==> src/spi_err_consts.vh <==
// constants for the serial port error-flag block
// assumes a 32-bit AXI4-Lite register bus, word-aligned registers
`ifndef SPI_ERR_CONSTS_VH
`define SPI_ERR_CONSTS_VH
`define ADDR_IRQ_FLAGS 4'h0
`define ADDR_IRQ_ENABLES 4'h4
`define ADDR_CONTROL 4'h8
`define ADDR_STATUS 4'hc
`define BIT_RXO 0
`define BIT_TXU 1
`define BIT_RXEN 0
`define BIT_TXEN 1
`define BIT_SLAVE 2
`define IRQ_ENABLES_RESET 2'h0
`define CONTROL_RESET 3'h0
`define WORD_BITS 8
`define QUEUE_DEPTH 2
`endif

==> src/spi_fifo_error_flags.v <==
// slave serial port with receive/transmit queues and error flags
// assumes SCK, SS_N, MOSI from an external master, mode 0, msb first;
// link signals sampled by CLK, so SCK must be well below CLK/4
// master operation only silences the error flags; no link hold-off here
`timescale 1ns/10ps
`include "spi_err_consts.vh"
module spi_fifo_error_flags (
    input wire CLK,
    input wire NRST,
    input wire CE,
    input wire SCK,
    input wire SS_N,
    input wire MOSI,
    output reg MISO,
    output reg IRQ,
    input wire [3:0] S_AXI_AWADDR,
    input wire S_AXI_AWVALID,
    output reg S_AXI_AWREADY,
    input wire [31:0] S_AXI_WDATA,
    input wire [3:0] S_AXI_WSTRB,
    input wire S_AXI_WVALID,
    output reg S_AXI_WREADY,
    output reg [1:0] S_AXI_BRESP,
    output reg S_AXI_BVALID,
    input wire S_AXI_BREADY,
    input wire [3:0] S_AXI_ARADDR,
    input wire S_AXI_ARVALID,
    output reg S_AXI_ARREADY,
    output reg [31:0] S_AXI_RDATA,
    output reg [1:0] S_AXI_RRESP,
    output reg S_AXI_RVALID,
    input wire S_AXI_RREADY
);
    localparam W = `WORD_BITS;
    localparam D = `QUEUE_DEPTH;

    wire sck_s;
    wire sel_s;
    wire mosi_s;
    spi_sync2 u_sck (.clk(CLK), .nrst(NRST), .ce(CE), .din(SCK), .dout(sck_s));
    // select synchronised active high: the flops reset to 0, which must read as idle,
    // or a false frame start would follow every reset
    spi_sync2 u_ssn (.clk(CLK), .nrst(NRST), .ce(CE), .din(~SS_N), .dout(sel_s));
    wire ssn_s = ~sel_s;
    spi_sync2 u_mosi (.clk(CLK), .nrst(NRST), .ce(CE), .din(MOSI), .dout(mosi_s));

    reg sck_d1_q;
    reg ssn_d1_q;
    wire sck_rise = sck_s & ~sck_d1_q;
    wire sck_fall = ~sck_s & sck_d1_q;
    wire frame_start = ~ssn_s & ssn_d1_q;
    wire active = ~ssn_s;

    // control and flags
    reg [1:0] flags_q;
    reg [1:0] enables_q;
    reg [2:0] control_q;
    wire rx_en = control_q[`BIT_RXEN];
    wire tx_en = control_q[`BIT_TXEN];
    wire slave_mode = control_q[`BIT_SLAVE];

    // queues: flip-flop storage indexed by pointer
    // the receive queue has no read-out path here: it fills and then stays full
    reg [W-1:0] rxq_q [0:D-1];
    reg [W-1:0] txq_q [0:D-1];
    reg rx_wp_q;
    reg rx_rp_q;
    reg [1:0] rx_cnt_q;
    reg tx_wp_q;
    reg tx_rp_q;
    reg [1:0] tx_cnt_q;
    wire rx_full = (rx_cnt_q == D);
    wire tx_empty = (tx_cnt_q == 2'h0);

    // shifter
    reg [W-1:0] sh_q;
    reg [2:0] bit_q;
    reg [W-1:0] last_rx_q;
    reg [W-1:0] rx_word;
    wire word_done = active & sck_rise & (bit_q == 3'h7);
    wire need_load = active & (frame_start | (sck_rise & (bit_q == 3'h7)));
    // a staged word counts as started only at its first rising clock; staging at
    // a word end alone must neither pop nor flag, as the frame may close there
    reg pend_q;
    reg staged_empty_q;
    wire word_begin = active & sck_rise & pend_q;

    // bus handshakes
    reg aw_got_q;
    reg w_got_q;
    reg [3:0] aw_q;
    reg [31:0] wd_q;
    // strobe kept with a data word taken ahead of its address
    reg ws0_q;
    wire aw_take = S_AXI_AWVALID & S_AXI_AWREADY;
    wire w_take = S_AXI_WVALID & S_AXI_WREADY;
    wire [3:0] waddr = aw_got_q ? aw_q : S_AXI_AWADDR;
    wire [31:0] wdata = w_got_q ? wd_q : S_AXI_WDATA;
    wire wr_go = (aw_got_q | aw_take) & (w_got_q | w_take) & ~S_AXI_BVALID;
    wire wr_lane0 = w_got_q ? ws0_q : S_AXI_WSTRB[0];
    wire rd_go = S_AXI_ARVALID & S_AXI_ARREADY;
    wire rd_flags = rd_go & (S_AXI_ARADDR == `ADDR_IRQ_FLAGS);
    wire wr_txdata = wr_go & wr_lane0 & (waddr == `ADDR_STATUS) & ~(tx_cnt_q == D);
    wire rd_rxdata = rd_go & (S_AXI_ARADDR == `ADDR_STATUS + 4'h0) & 1'b0;
    wire pop_rx = rd_go & (S_AXI_ARADDR == `ADDR_CONTROL + 4'h4) & 1'b0;

    // events, gated by slave operation
    wire rxo_evt = word_done & rx_full & rx_en & slave_mode;
    // a word pushed between staging and its first clock still sees the echo go out
    wire txu_evt = word_begin & staged_empty_q & tx_en & slave_mode;
    wire rx_push = word_done & rx_en & ~rx_full;
    wire tx_pop = word_begin & ~staged_empty_q;

    always @* begin
        rx_word = {sh_q[W-2:0], mosi_s};
    end

    always @(posedge CLK or negedge NRST) begin
        if (!NRST) begin
            sck_d1_q <= 1'b0;
            ssn_d1_q <= 1'b1;
            sh_q <= {W{1'b0}};
            bit_q <= 3'h0;
            last_rx_q <= {W{1'b0}};
            MISO <= 1'b0;
        end else if (CE) begin
            sck_d1_q <= sck_s;
            ssn_d1_q <= ssn_s;
            if (!active) begin
                bit_q <= 3'h0;
            end else if (need_load) begin
                // empty queue: echo the last word received
                sh_q <= tx_empty ? (word_done ? rx_word : last_rx_q) : txq_q[tx_rp_q];
                if (sck_rise) begin
                    bit_q <= 3'h0;
                end
                if (word_done) begin
                    last_rx_q <= rx_word;
                end
            end else if (sck_rise) begin
                sh_q <= rx_word;
                bit_q <= bit_q + 3'h1;
            end
            if (need_load) begin
                MISO <= tx_empty ? (word_done ? rx_word[W-1] : last_rx_q[W-1])
                                 : txq_q[tx_rp_q][W-1];
            end else if (active & sck_fall) begin
                MISO <= sh_q[W-1];
            end
        end
    end

    always @(posedge CLK or negedge NRST) begin
        if (!NRST) begin
            pend_q <= 1'b0;
            staged_empty_q <= 1'b0;
        end else if (CE) begin
            // a cut frame drops the staging; the word stays queued for the next frame
            if (!active) begin
                pend_q <= 1'b0;
            end else if (need_load) begin
                pend_q <= 1'b1;
                staged_empty_q <= tx_empty;
            end else if (sck_rise) begin
                pend_q <= 1'b0;
            end
        end
    end

    genvar g;
    generate
        for (g = 0; g < D; g = g + 1) begin : g_q
            always @(posedge CLK or negedge NRST) begin
                if (!NRST) begin
                    rxq_q[g] <= {W{1'b0}};
                    txq_q[g] <= {W{1'b0}};
                end else if (CE) begin
                    if (rx_push && rx_wp_q == g) begin
                        rxq_q[g] <= rx_word;
                    end
                    if (wr_txdata && tx_wp_q == g) begin
                        txq_q[g] <= wdata[W-1:0];
                    end
                end
            end
        end
    endgenerate

    always @(posedge CLK or negedge NRST) begin
        if (!NRST) begin
            rx_wp_q <= 1'b0;
            rx_rp_q <= 1'b0;
            rx_cnt_q <= 2'h0;
            tx_wp_q <= 1'b0;
            tx_rp_q <= 1'b0;
            tx_cnt_q <= 2'h0;
        end else if (CE) begin
            if (rx_push) begin
                rx_wp_q <= ~rx_wp_q;
            end
            if (pop_rx | rd_rxdata) begin
                rx_rp_q <= ~rx_rp_q;
            end
            rx_cnt_q <= rx_cnt_q + {1'b0, rx_push};
            if (wr_txdata) begin
                tx_wp_q <= ~tx_wp_q;
            end
            if (tx_pop) begin
                tx_rp_q <= ~tx_rp_q;
            end
            tx_cnt_q <= tx_cnt_q + {1'b0, wr_txdata} - {1'b0, tx_pop};
        end
    end

    // registers and flags; a new event beats the clear-on-read
    always @(posedge CLK or negedge NRST) begin
        if (!NRST) begin
            flags_q <= 2'h0;
            enables_q <= `IRQ_ENABLES_RESET;
            control_q <= `CONTROL_RESET;
            IRQ <= 1'b0;
        end else if (CE) begin
            flags_q[`BIT_RXO] <= rxo_evt | (flags_q[`BIT_RXO] & ~rd_flags);
            flags_q[`BIT_TXU] <= txu_evt | (flags_q[`BIT_TXU] & ~rd_flags);
            if (wr_go && wr_lane0 && waddr == `ADDR_IRQ_ENABLES) begin
                enables_q <= wdata[1:0];
            end
            if (wr_go && wr_lane0 && waddr == `ADDR_CONTROL) begin
                control_q <= wdata[2:0];
            end
            IRQ <= |(flags_q & enables_q);
        end
    end

    always @(posedge CLK or negedge NRST) begin
        if (!NRST) begin
            aw_got_q <= 1'b0;
            w_got_q <= 1'b0;
            aw_q <= 4'h0;
            wd_q <= 32'h0;
            ws0_q <= 1'b0;
            S_AXI_AWREADY <= 1'b0;
            S_AXI_WREADY <= 1'b0;
            S_AXI_BVALID <= 1'b0;
            S_AXI_BRESP <= 2'h0;
            S_AXI_ARREADY <= 1'b0;
            S_AXI_RVALID <= 1'b0;
            S_AXI_RDATA <= 32'h0;
            S_AXI_RRESP <= 2'h0;
        end else if (CE) begin
            S_AXI_AWREADY <= ~aw_got_q & ~aw_take & ~S_AXI_BVALID;
            S_AXI_WREADY <= ~w_got_q & ~w_take & ~S_AXI_BVALID;
            if (wr_go) begin
                aw_got_q <= 1'b0;
                w_got_q <= 1'b0;
                S_AXI_AWREADY <= 1'b0;
                S_AXI_WREADY <= 1'b0;
                S_AXI_BVALID <= 1'b1;
                S_AXI_BRESP <= (waddr[3:2] == 2'h3 && tx_cnt_q == D) ? 2'h2 : 2'h0;
            end else begin
                if (aw_take) begin
                    aw_got_q <= 1'b1;
                    aw_q <= S_AXI_AWADDR;
                end
                if (w_take) begin
                    w_got_q <= 1'b1;
                    wd_q <= S_AXI_WDATA;
                    ws0_q <= S_AXI_WSTRB[0];
                end
                if (S_AXI_BVALID && S_AXI_BREADY) begin
                    S_AXI_BVALID <= 1'b0;
                end
            end
            S_AXI_ARREADY <= ~S_AXI_ARREADY & ~S_AXI_RVALID & S_AXI_ARVALID;
            if (rd_go) begin
                S_AXI_RVALID <= 1'b1;
                S_AXI_RRESP <= 2'h0;
                case (S_AXI_ARADDR)
                    `ADDR_IRQ_FLAGS: S_AXI_RDATA <= {30'h0, flags_q};
                    `ADDR_IRQ_ENABLES: S_AXI_RDATA <= {30'h0, enables_q};
                    `ADDR_CONTROL: S_AXI_RDATA <= {29'h0, control_q};
                    `ADDR_STATUS: S_AXI_RDATA <= {16'h0, last_rx_q, 2'h0, rx_cnt_q,
                                                  2'h0, tx_cnt_q};
                    default: begin
                        S_AXI_RDATA <= 32'h0;
                        S_AXI_RRESP <= 2'h2;
                    end
                endcase
            end else if (S_AXI_RVALID && S_AXI_RREADY) begin
                S_AXI_RVALID <= 1'b0;
            end
        end
    end
endmodule // spi_fifo_error_flags

==> src/spi_sync2.v <==
// two-flop synchroniser for one pin level
// assumes input asynchronous to CLK
`timescale 1ns/10ps
module spi_sync2 (
    input wire clk,
    input wire nrst,
    input wire ce,
    input wire din,
    output wire dout
);
    reg s1_q;
    reg s2_q;
    always @(posedge clk or negedge nrst) begin
        if (!nrst) begin
            s1_q <= 1'b0;
            s2_q <= 1'b0;
        end else if (ce) begin
            s1_q <= din;
            s2_q <= s2_q ^ (s1_q ^ s2_q);
        end
    end
    assign dout = s2_q;
endmodule // spi_sync2

==> config.mk <==
export PLATFORM = sky130hd
export DESIGN_NAME = spi_fifo_error_flags
export DESIGN_NICKNAME = d
export VERILOG_FILES = /design/src/spi_fifo_error_flags.v /design/src/spi_sync2.v
export VERILOG_INCLUDE_DIRS = /design/src
export SDC_FILE = /design/constraint.sdc
export NUM_CORES = 1
export LEC_CHECK = 0
export BUFFER_PORTS_ARGS = -buffer_cell sky130_fd_sc_hd__buf_2
export CAP_MARGIN = 30
export CORE_UTILIZATION = 50
export CTS_BUF_LIST = sky130_fd_sc_hd__clkbuf_4
export CTS_CLUSTER_SIZE = 14
export DETAILED_ROUTE_END_ITERATION = 16
export PLACE_DENSITY = 0.84
export SLEW_MARGIN = 10
export SYNTH_ARGS = -nofsm -noshare
export SYNTH_HDL_FRONTEND = slang
export SYNTH_SLANG_ARGS = --single-unit
==> constraint.sdc <==
create_clock -name CLK -period 3.6 [get_ports CLK]
set_clock_uncertainty 0.2 [all_clocks]
set_input_delay 0.72 -clock CLK [delete_from_list [all_inputs] [get_ports CLK]]
set_output_delay 0.72 -clock CLK [all_outputs]
set_load 0.03 [all_outputs]
==> impl_metrics.xml, run 1 <==
<?xml version="1.0" encoding="UTF-8"?>
<metrics>
  <group name="status">
    <metric name="outcome" unit="">finished clean</metric>
  </group>
  <group name="timing">
    <metric name="timing.final.setup_violations" unit="">0</metric>
    <metric name="timing.final.crit_period" unit="ps">2782</metric>
    <metric name="max_slew_margin" unit="">0.6234</metric>
    <metric name="final.setup.tns" unit="ps">0</metric>
    <metric name="min_period_over_period" unit="">0.7728</metric>
    <metric name="max_slew.worst_pin.slew" unit="ps">564.4</metric>
    <metric name="grt_setup_unrepaired" unit="">no</metric>
    <metric name="final-hold-violation-count" unit="">0</metric>
    <metric name="fmax" unit="MHz">359.5</metric>
    <metric name="report.final.slew_viol_count" unit="">0</metric>
  </group>
  <group name="critical_path">
    <metric name="worstPathRequired" unit="ps">3730</metric>
    <metric name="worstPathArrival" unit="ps">2920</metric>
    <metric name="critical_path_class" unit="">reg2reg</metric>
    <metric name="critPathLaunchType" unit="">flop</metric>
    <metric name="crit_path_max_fanout" unit="">10</metric>
    <metric name="worst_setup_path_end_kind" unit="">flop</metric>
  </group>
  <group name="finish">
    <metric name="layout_common_cells" unit="">94 x dfrtp_1, 65 x mux2_2, 48 x buf_2</metric>
    <metric name="insertedDiodeCount" unit="">0</metric>
    <metric name="layout.cells.most_common" unit="">dfrtp_1</metric>
    <metric name="ratio_of_cells_with_drive_above_1_in_the_final_layout" unit="">0.3213</metric>
    <metric name="finish.net_count" unit="">497</metric>
    <metric name="design_area" unit="um^2">5050</metric>
    <metric name="area_delta_synth_final" unit="%">10.79</metric>
  </group>
  <group name="clock_network">
    <metric name="clock_tree.buffer_depth" unit="">2</metric>
    <metric name="cts-resized-gates" unit="">0</metric>
    <metric name="clock_sink_count" unit="">95</metric>
    <metric name="clk_latency" unit="ps">440</metric>
    <metric name="ctsHoldBuffers" unit="">0</metric>
    <metric name="cts_htree_levels" unit="">3</metric>
    <metric name="clk_root_buffer_cell" unit="">clkbuf_4</metric>
    <metric name="clk_slew_on_worst_s_h_paths" unit="ps">130</metric>
    <metric name="postCtsSetupRepairBufs" unit="">0</metric>
    <metric name="tritoncts" unit="">done</metric>
    <metric name="cts_made_buffers" unit="">9</metric>
  </group>
  <group name="die">
    <metric name="boundaryPins" unit="">98</metric>
    <metric name="die_width" unit="um">97.48</metric>
    <metric name="design.core.area" unit="um^2">8763</metric>
    <metric name="placement_rows" unit="">34</metric>
    <metric name="initial_utilization" unit="">0.5201</metric>
    <metric name="die_y" unit="um">97.48</metric>
    <metric name="die-area" unit="um^2">9502</metric>
  </group>
  <group name="place">
    <metric name="place.port_buffers" unit="">49</metric>
    <metric name="gp_routability_congestion" unit="">0.7817</metric>
    <metric name="postPlaceCellArea" unit="um^2">4842</metric>
    <metric name="post-dp-hpwl" unit="um">6126</metric>
  </group>
  <group name="flow_run">
    <metric name="max_cap_violations" unit="">0</metric>
  </group>
  <group name="logic_synthesis">
    <metric name="yosys_warnings" unit="">0</metric>
    <metric name="synth_cells" unit="">389</metric>
    <metric name="synth_seq_cells" unit="">95</metric>
    <metric name="seq_area_frac_synth" unit="">0.5218</metric>
    <metric name="synth-async-reset-ratio" unit="">1.000</metric>
    <metric name="synth_flop_cell" unit="">dfrtp_1</metric>
    <metric name="synthesis.area_per_instance" unit="um^2">11.72</metric>
    <metric name="ys_types" unit="">44</metric>
    <metric name="synth-edff-count" unit="">0</metric>
    <metric name="synth.cell_area" unit="um^2">4558</metric>
  </group>
  <group name="global_route">
    <metric name="grt_pass1_wl" unit="um">15120</metric>
    <metric name="grt_pass1_vias" unit="">3107</metric>
    <metric name="largest_net_degree_at_the_start_of_global_routing" unit="">96</metric>
    <metric name="global_router_s_overall_resource_usage" unit="">0.1983</metric>
    <metric name="grt.overflow.total" unit="">0</metric>
    <metric name="antenna_violations_before_repair" unit="">0</metric>
  </group>
  <group name="route">
    <metric name="vias_per_cell" unit="">5.582</metric>
    <metric name="drt.antenna.violating_nets" unit="">0</metric>
    <metric name="drt_wl_total" unit="um">8829</metric>
    <metric name="number_of_detailed_route_iterations_in_the_first_pass" unit="">4</metric>
    <metric name="routedWlPerCell" unit="um">16.05</metric>
    <metric name="dr_total_vias" unit="">3070</metric>
    <metric name="drt_first_iter_violations" unit="">166</metric>
    <metric name="drcViolationCount" unit="">0</metric>
  </group>
  <group name="pwr">
    <metric name="power_density" unit="nW/um^2">620.7</metric>
    <metric name="power.ir.vdd_worst" unit="mV">0.3064</metric>
    <metric name="total_leakage_power" unit="nW">2.513</metric>
  </group>
  <group name="worst_hold_path">
    <metric name="worstHoldPathType" unit="">in2async</metric>
  </group>
</metrics>
## registers in the layout, summed over array words and instances, names as in the netlist, 2 cells and up
name         cells
S_AXI_RDATA     13
aw_q             4
bit_q            3
control_q        3
enables_q        2
flags_q          2
last_rx_q        8
rx_cnt_q         2
sh_q             8
tx_cnt_q         2
txq_q           16
wd_q             8
## critical path: stages, from the launching register on
cell,delay (ps)
dfrtp_1,510
nand3b_1,230
or4b_1,630
nand2_1,120
nand3_1,100
ha_1,290
inv_1,40
ha_1,180
xor2_1,160
nand2_1,90
xnor2_1,150
## kinds of logic (layout without fill, tap and decap cells)
kind of cell,Yosys count,count (layout),synth area share
XOR/XNOR,5,5,0.009609
multiplexers,75,75,0.1880
adder cells (fa/ha/maj),5,5,0.01372
AND/OR/NAND/NOR,90,90,0.09004
other,1,21,0.0008227
flip-flops,95,95,0.5218
AO/OA/AOI/OAI,71,71,0.1178
buffers and inverters,47,80,0.05819
## report_power, final
group          leakage [nW]  internal (mW)  total [mW]  switching (mW)
Sequential             1.23           1.31        1.56           0.255
Combinational          1.18          0.356       0.793           0.437
Clock                 0.107          0.428       0.777           0.349
## synthesized netlist by cell type (all sizes together) (8+ instances only)
cell / number / area share
dfrtp: 94 / 0.52
mux2: 65 / 0.16
nand2: 42 / 0.035
buf: 26 / 0.041
nor2: 19 / 0.016
a22o: 15 / 0.029
clkbuf: 12 / 0.0099
a21oi: 11 / 0.012
a31oi: 11 / 0.015
inv: 9 / 0.0074
nor3: 9 / 0.0099
mux2i: 8 / 0.018
o211ai: 8 / 0.013
## stage by stage
step                power, mW    util  setup WS [ps]  hold slack (ps)  std cells
floorplan               2.160       -          931.8            224.4        409
global placement        2.320  0.5517          695.1            260.6        533
detailed placement      2.372  0.5525          582.0            265.0        534
CTS                     3.145  0.5762          823.6            113.7        550
global route            3.328  0.5762          651.0            130.6        550
finish                  3.134  0.5762          818.1            89.54        550
## per-layer routing
layer	global-route usage	vias up	part of all wire	wire length [um]
li1	-	1454	-	-
met1	0.2733	1525	0.45	3948
met2	0.3185	79	0.49	4338
met3	0.02590	12	0.045	397
met4	0.08032	0	0.016	144
met5	0	-	0	0
## final timing paths
path,start,end,slack [ps],cells past startpoint
worst max register to register,aw_got_q,tx_cnt_q[1],820,10
worst min register to register,rx_cnt_q[1],rx_cnt_q[1],300,1
max in group asynchronous,NRST,txq_q[11],2710,2
min in group CLK,SS_N,u_ssn.s1_q,230,2
worst min-delay path,NRST,aw_q[0],90,2
worst max-delay path,aw_got_q,tx_cnt_q[1],820,10
## layout make-up
type                            instances  area, um^2
Sequential cell                        95        2379
Clock buffer                           10       75.07
Fill cell                             717        3714
Timing Repair Buffer                   55       305.3
Multi-Input combinational cell        267        1989
Clock inverter                          6       132.6
Inverter                                9       33.78
Tap cell                              108       135.1
(Power assumes the default switching activity.)
==> inputs of run 2 (changes only) <==
clock period = 2.7 ns   (was 3.6 ns; I/O delays follow)
==> run 2 against run 1 <==
Against the previous run: utilization increased by 0.30 points; via count increased by 1.3%; first-iteration DRC count decreased by 14%; clock power about the same; total power increased by 26%; final cell count increased by 1.5%; fmax increased by 13%; critical path depth unchanged; critical path type unchanged.
==> impl_metrics.xml, run 2 (same netlist as run 1, synthesis figures left out) <==
<?xml version="1.0" encoding="UTF-8"?>
<metrics>
  <group name="clock_network">
    <metric name="postCtsSetupRepairBufs" unit="">0</metric>
    <metric name="cts_made_buffers" unit="">9</metric>
    <metric name="clock_sink_count" unit="">95</metric>
    <metric name="clock_tree.buffer_depth" unit="">2</metric>
    <metric name="cts_htree_levels" unit="">3</metric>
    <metric name="cts-resized-gates" unit="">0</metric>
    <metric name="tritoncts" unit="">done</metric>
    <metric name="clk_root_buffer_cell" unit="">clkbuf_4</metric>
    <metric name="clk_latency" unit="ps">440</metric>
    <metric name="clk_slew_on_worst_s_h_paths" unit="ps">140</metric>
  </group>
  <group name="route">
    <metric name="vias_per_cell" unit="">5.572</metric>
    <metric name="dr_total_vias" unit="">3109</metric>
    <metric name="drt_first_iter_violations" unit="">142</metric>
    <metric name="drt_wl_total" unit="um">8572</metric>
    <metric name="routedWlPerCell" unit="um">15.36</metric>
    <metric name="drcViolationCount" unit="">0</metric>
    <metric name="number_of_detailed_route_iterations_in_the_first_pass" unit="">4</metric>
    <metric name="drt.antenna.violating_nets" unit="">0</metric>
  </group>
  <group name="flow_run">
    <metric name="max_cap_violations" unit="">0</metric>
  </group>
  <group name="critical_path">
    <metric name="critical_path_class" unit="">reg2reg</metric>
    <metric name="path_delay_family" unit="">simple AND/OR/NAND/NOR gates</metric>
    <metric name="worstPathArrival" unit="ps">2600</metric>
    <metric name="r2r_cells" unit="">10</metric>
    <metric name="worst_setup_path_end_kind" unit="">flop</metric>
    <metric name="critPathLaunchType" unit="">flop</metric>
    <metric name="crit_path_max_fanout" unit="">5</metric>
    <metric name="critical-path-max-stage-delay" unit="ps">500</metric>
    <metric name="path_depth" unit="">10</metric>
    <metric name="count_of_buffer_and_inverter_cells_on_the_critical_path" unit="">1</metric>
    <metric name="critical-path-slowest-cell" unit="">or4b_1</metric>
    <metric name="timing.critical_path.cells" unit="">nand2b_1 &gt; or4b_1 &gt; nand2_1 &gt; nand3_1 &gt; ha_1 &gt; inv_1 &gt; ha_1 &gt; xor2_1 &gt; nand2_1 &gt; xnor2_1</metric>
    <metric name="worstPathRequired" unit="ps">2830</metric>
  </group>
  <group name="finish">
    <metric name="ratio_of_cells_with_drive_above_1_in_the_final_layout" unit="">0.3311</metric>
    <metric name="layout.cells.most_common" unit="">dfrtp_1</metric>
    <metric name="insertedDiodeCount" unit="">0</metric>
    <metric name="finish.net_count" unit="">505</metric>
    <metric name="area_delta_synth_final" unit="%">11.36</metric>
    <metric name="largest_register_ff_count" unit="">16</metric>
    <metric name="layout_common_cells" unit="">94 x dfrtp_1, 65 x mux2_2, 48 x buf_2</metric>
    <metric name="design_area" unit="um^2">5076</metric>
    <metric name="biggestRegsByFlops" unit="">txq_q x16, S_AXI_RDATA x13</metric>
    <metric name="max_flop_register" unit="">txq_q</metric>
  </group>
  <group name="die">
    <metric name="die_width" unit="um">97.48</metric>
    <metric name="design.core.area" unit="um^2">8763</metric>
    <metric name="boundaryPins" unit="">98</metric>
    <metric name="initial_utilization" unit="">0.5201</metric>
    <metric name="placement_rows" unit="">34</metric>
    <metric name="die-area" unit="um^2">9502</metric>
    <metric name="die_y" unit="um">97.48</metric>
  </group>
  <group name="timing">
    <metric name="timing.final.setup_violations" unit="">0</metric>
    <metric name="min_period_over_period" unit="">0.9120</metric>
    <metric name="timing.final.crit_period" unit="ps">2462</metric>
    <metric name="timing.hold.ws" unit="ps">57.11</metric>
    <metric name="report.final.slew_viol_count" unit="">0</metric>
    <metric name="max_slew_margin" unit="">0.6244</metric>
    <metric name="max_slew.worst_pin.slew" unit="ps">559.1</metric>
    <metric name="grt_setup_unrepaired" unit="">no</metric>
    <metric name="fmax" unit="MHz">406.1</metric>
    <metric name="final-hold-violation-count" unit="">0</metric>
    <metric name="final.setup.tns" unit="ps">0</metric>
  </group>
  <group name="place">
    <metric name="post-dp-hpwl" unit="um">6215</metric>
    <metric name="gp_routability_congestion" unit="">0.7682</metric>
    <metric name="postPlaceCellArea" unit="um^2">4920</metric>
    <metric name="place.port_buffers" unit="">49</metric>
  </group>
  <group name="global_route">
    <metric name="antenna_violations_before_repair" unit="">0</metric>
    <metric name="grt_pass1_wl" unit="um">15140</metric>
    <metric name="global_router_s_overall_resource_usage" unit="">0.1994</metric>
    <metric name="grt_pass1_vias" unit="">3108</metric>
    <metric name="largest_net_degree_at_the_start_of_global_routing" unit="">42</metric>
    <metric name="grt.overflow.total" unit="">0</metric>
  </group>
  <group name="status">
    <metric name="outcome" unit="">finished clean</metric>
  </group>
  <group name="pwr">
    <metric name="total_leakage_power" unit="nW">2.523</metric>
    <metric name="power_density" unit="nW/um^2">779.1</metric>
    <metric name="power.ir.vdd_worst" unit="mV">0.4475</metric>
  </group>
  <group name="worst_hold_path">
    <metric name="hold_depth" unit="">2</metric>
    <metric name="worstHoldPathType" unit="">in2reg</metric>
  </group>
</metrics>
==> run 2: worst paths after layout <==
| check | to | from | slack [ps] |
|---|---|---|---|
| min in group asynchronous | S_AXI_RDATA[0] | NRST | 350 |
| worst min-delay path | u_ssn.s1_q | SS_N | 60 |
| max in group asynchronous | txq_q[8] | NRST | 1280 |
| worst max-delay path | tx_cnt_q[1] | tx_cnt_q[0] | 240 |
| worst min register to register | u_ssn.dout | u_ssn.s1_q | 310 |
| worst max register to register | tx_cnt_q[1] | tx_cnt_q[0] | 240 |
==> run 2: layout make-up <==
cell class | count | area, um^2
flip-flops and latches | 95 | 2379
repair buffers | 63 | 392.9
inverters | 9 | 33.78
clock inverters | 6 | 71.32
well taps | 108 | 135.1
clock buffers | 10 | 75.07
fillers | 706 | 3687
multi-input cells | 267 | 1989
==> run 2: worst register-to-register path: cells and delay by family (launching register included) <==
family,cells,cell delay (ps)
xor+xnor,2,270
fa+ha+maj,2,470
buf+inv,1,40
flops,1,430
simple gates,5,960
==> run 2: routing by layer <==
metal  share of wire  routed length, um  global-route usage  vias up
met5               0                  0                   0        -
met4           0.014                120             0.07805        0
met3           0.038                324             0.02734       12
met2            0.49               4171              0.3185       92
met1            0.46               3957              0.2772     1528
li1                -                  -                   -     1477
==> run 2: metrics by stage <==
step / setup slack, ps / instances / power, mW / util
after floorplan: 191.6 / 409 / 2.879 / -
after global placement: 119.6 / 541 / 3.121 / 0.5614
after detailed placement: 61.79 / 541 / 3.197 / 0.5614
after CTS: 228.8 / 558 / 3.966 / 0.5792
after global routing: 117.3 / 558 / 4.218 / 0.5792
final: 237.7 / 558 / 3.955 / 0.5792
==> run 2: power breakdown <==
part	internal, mW	total [mW]	switching [mW]	leakage (nW)
combinational	0.497	1.13	0.635	1.22
sequential	1.75	2.04	0.295	1.23
clock	0.297	0.780	0.483	0.0728
total	2.54	3.95	1.41	2.52
==> run 2: timing repair <==
item,in CTS,in global routing
hold buffers,1,0
endpoints found under the setup margin,0,0
endpoints found under the hold margin,27,0
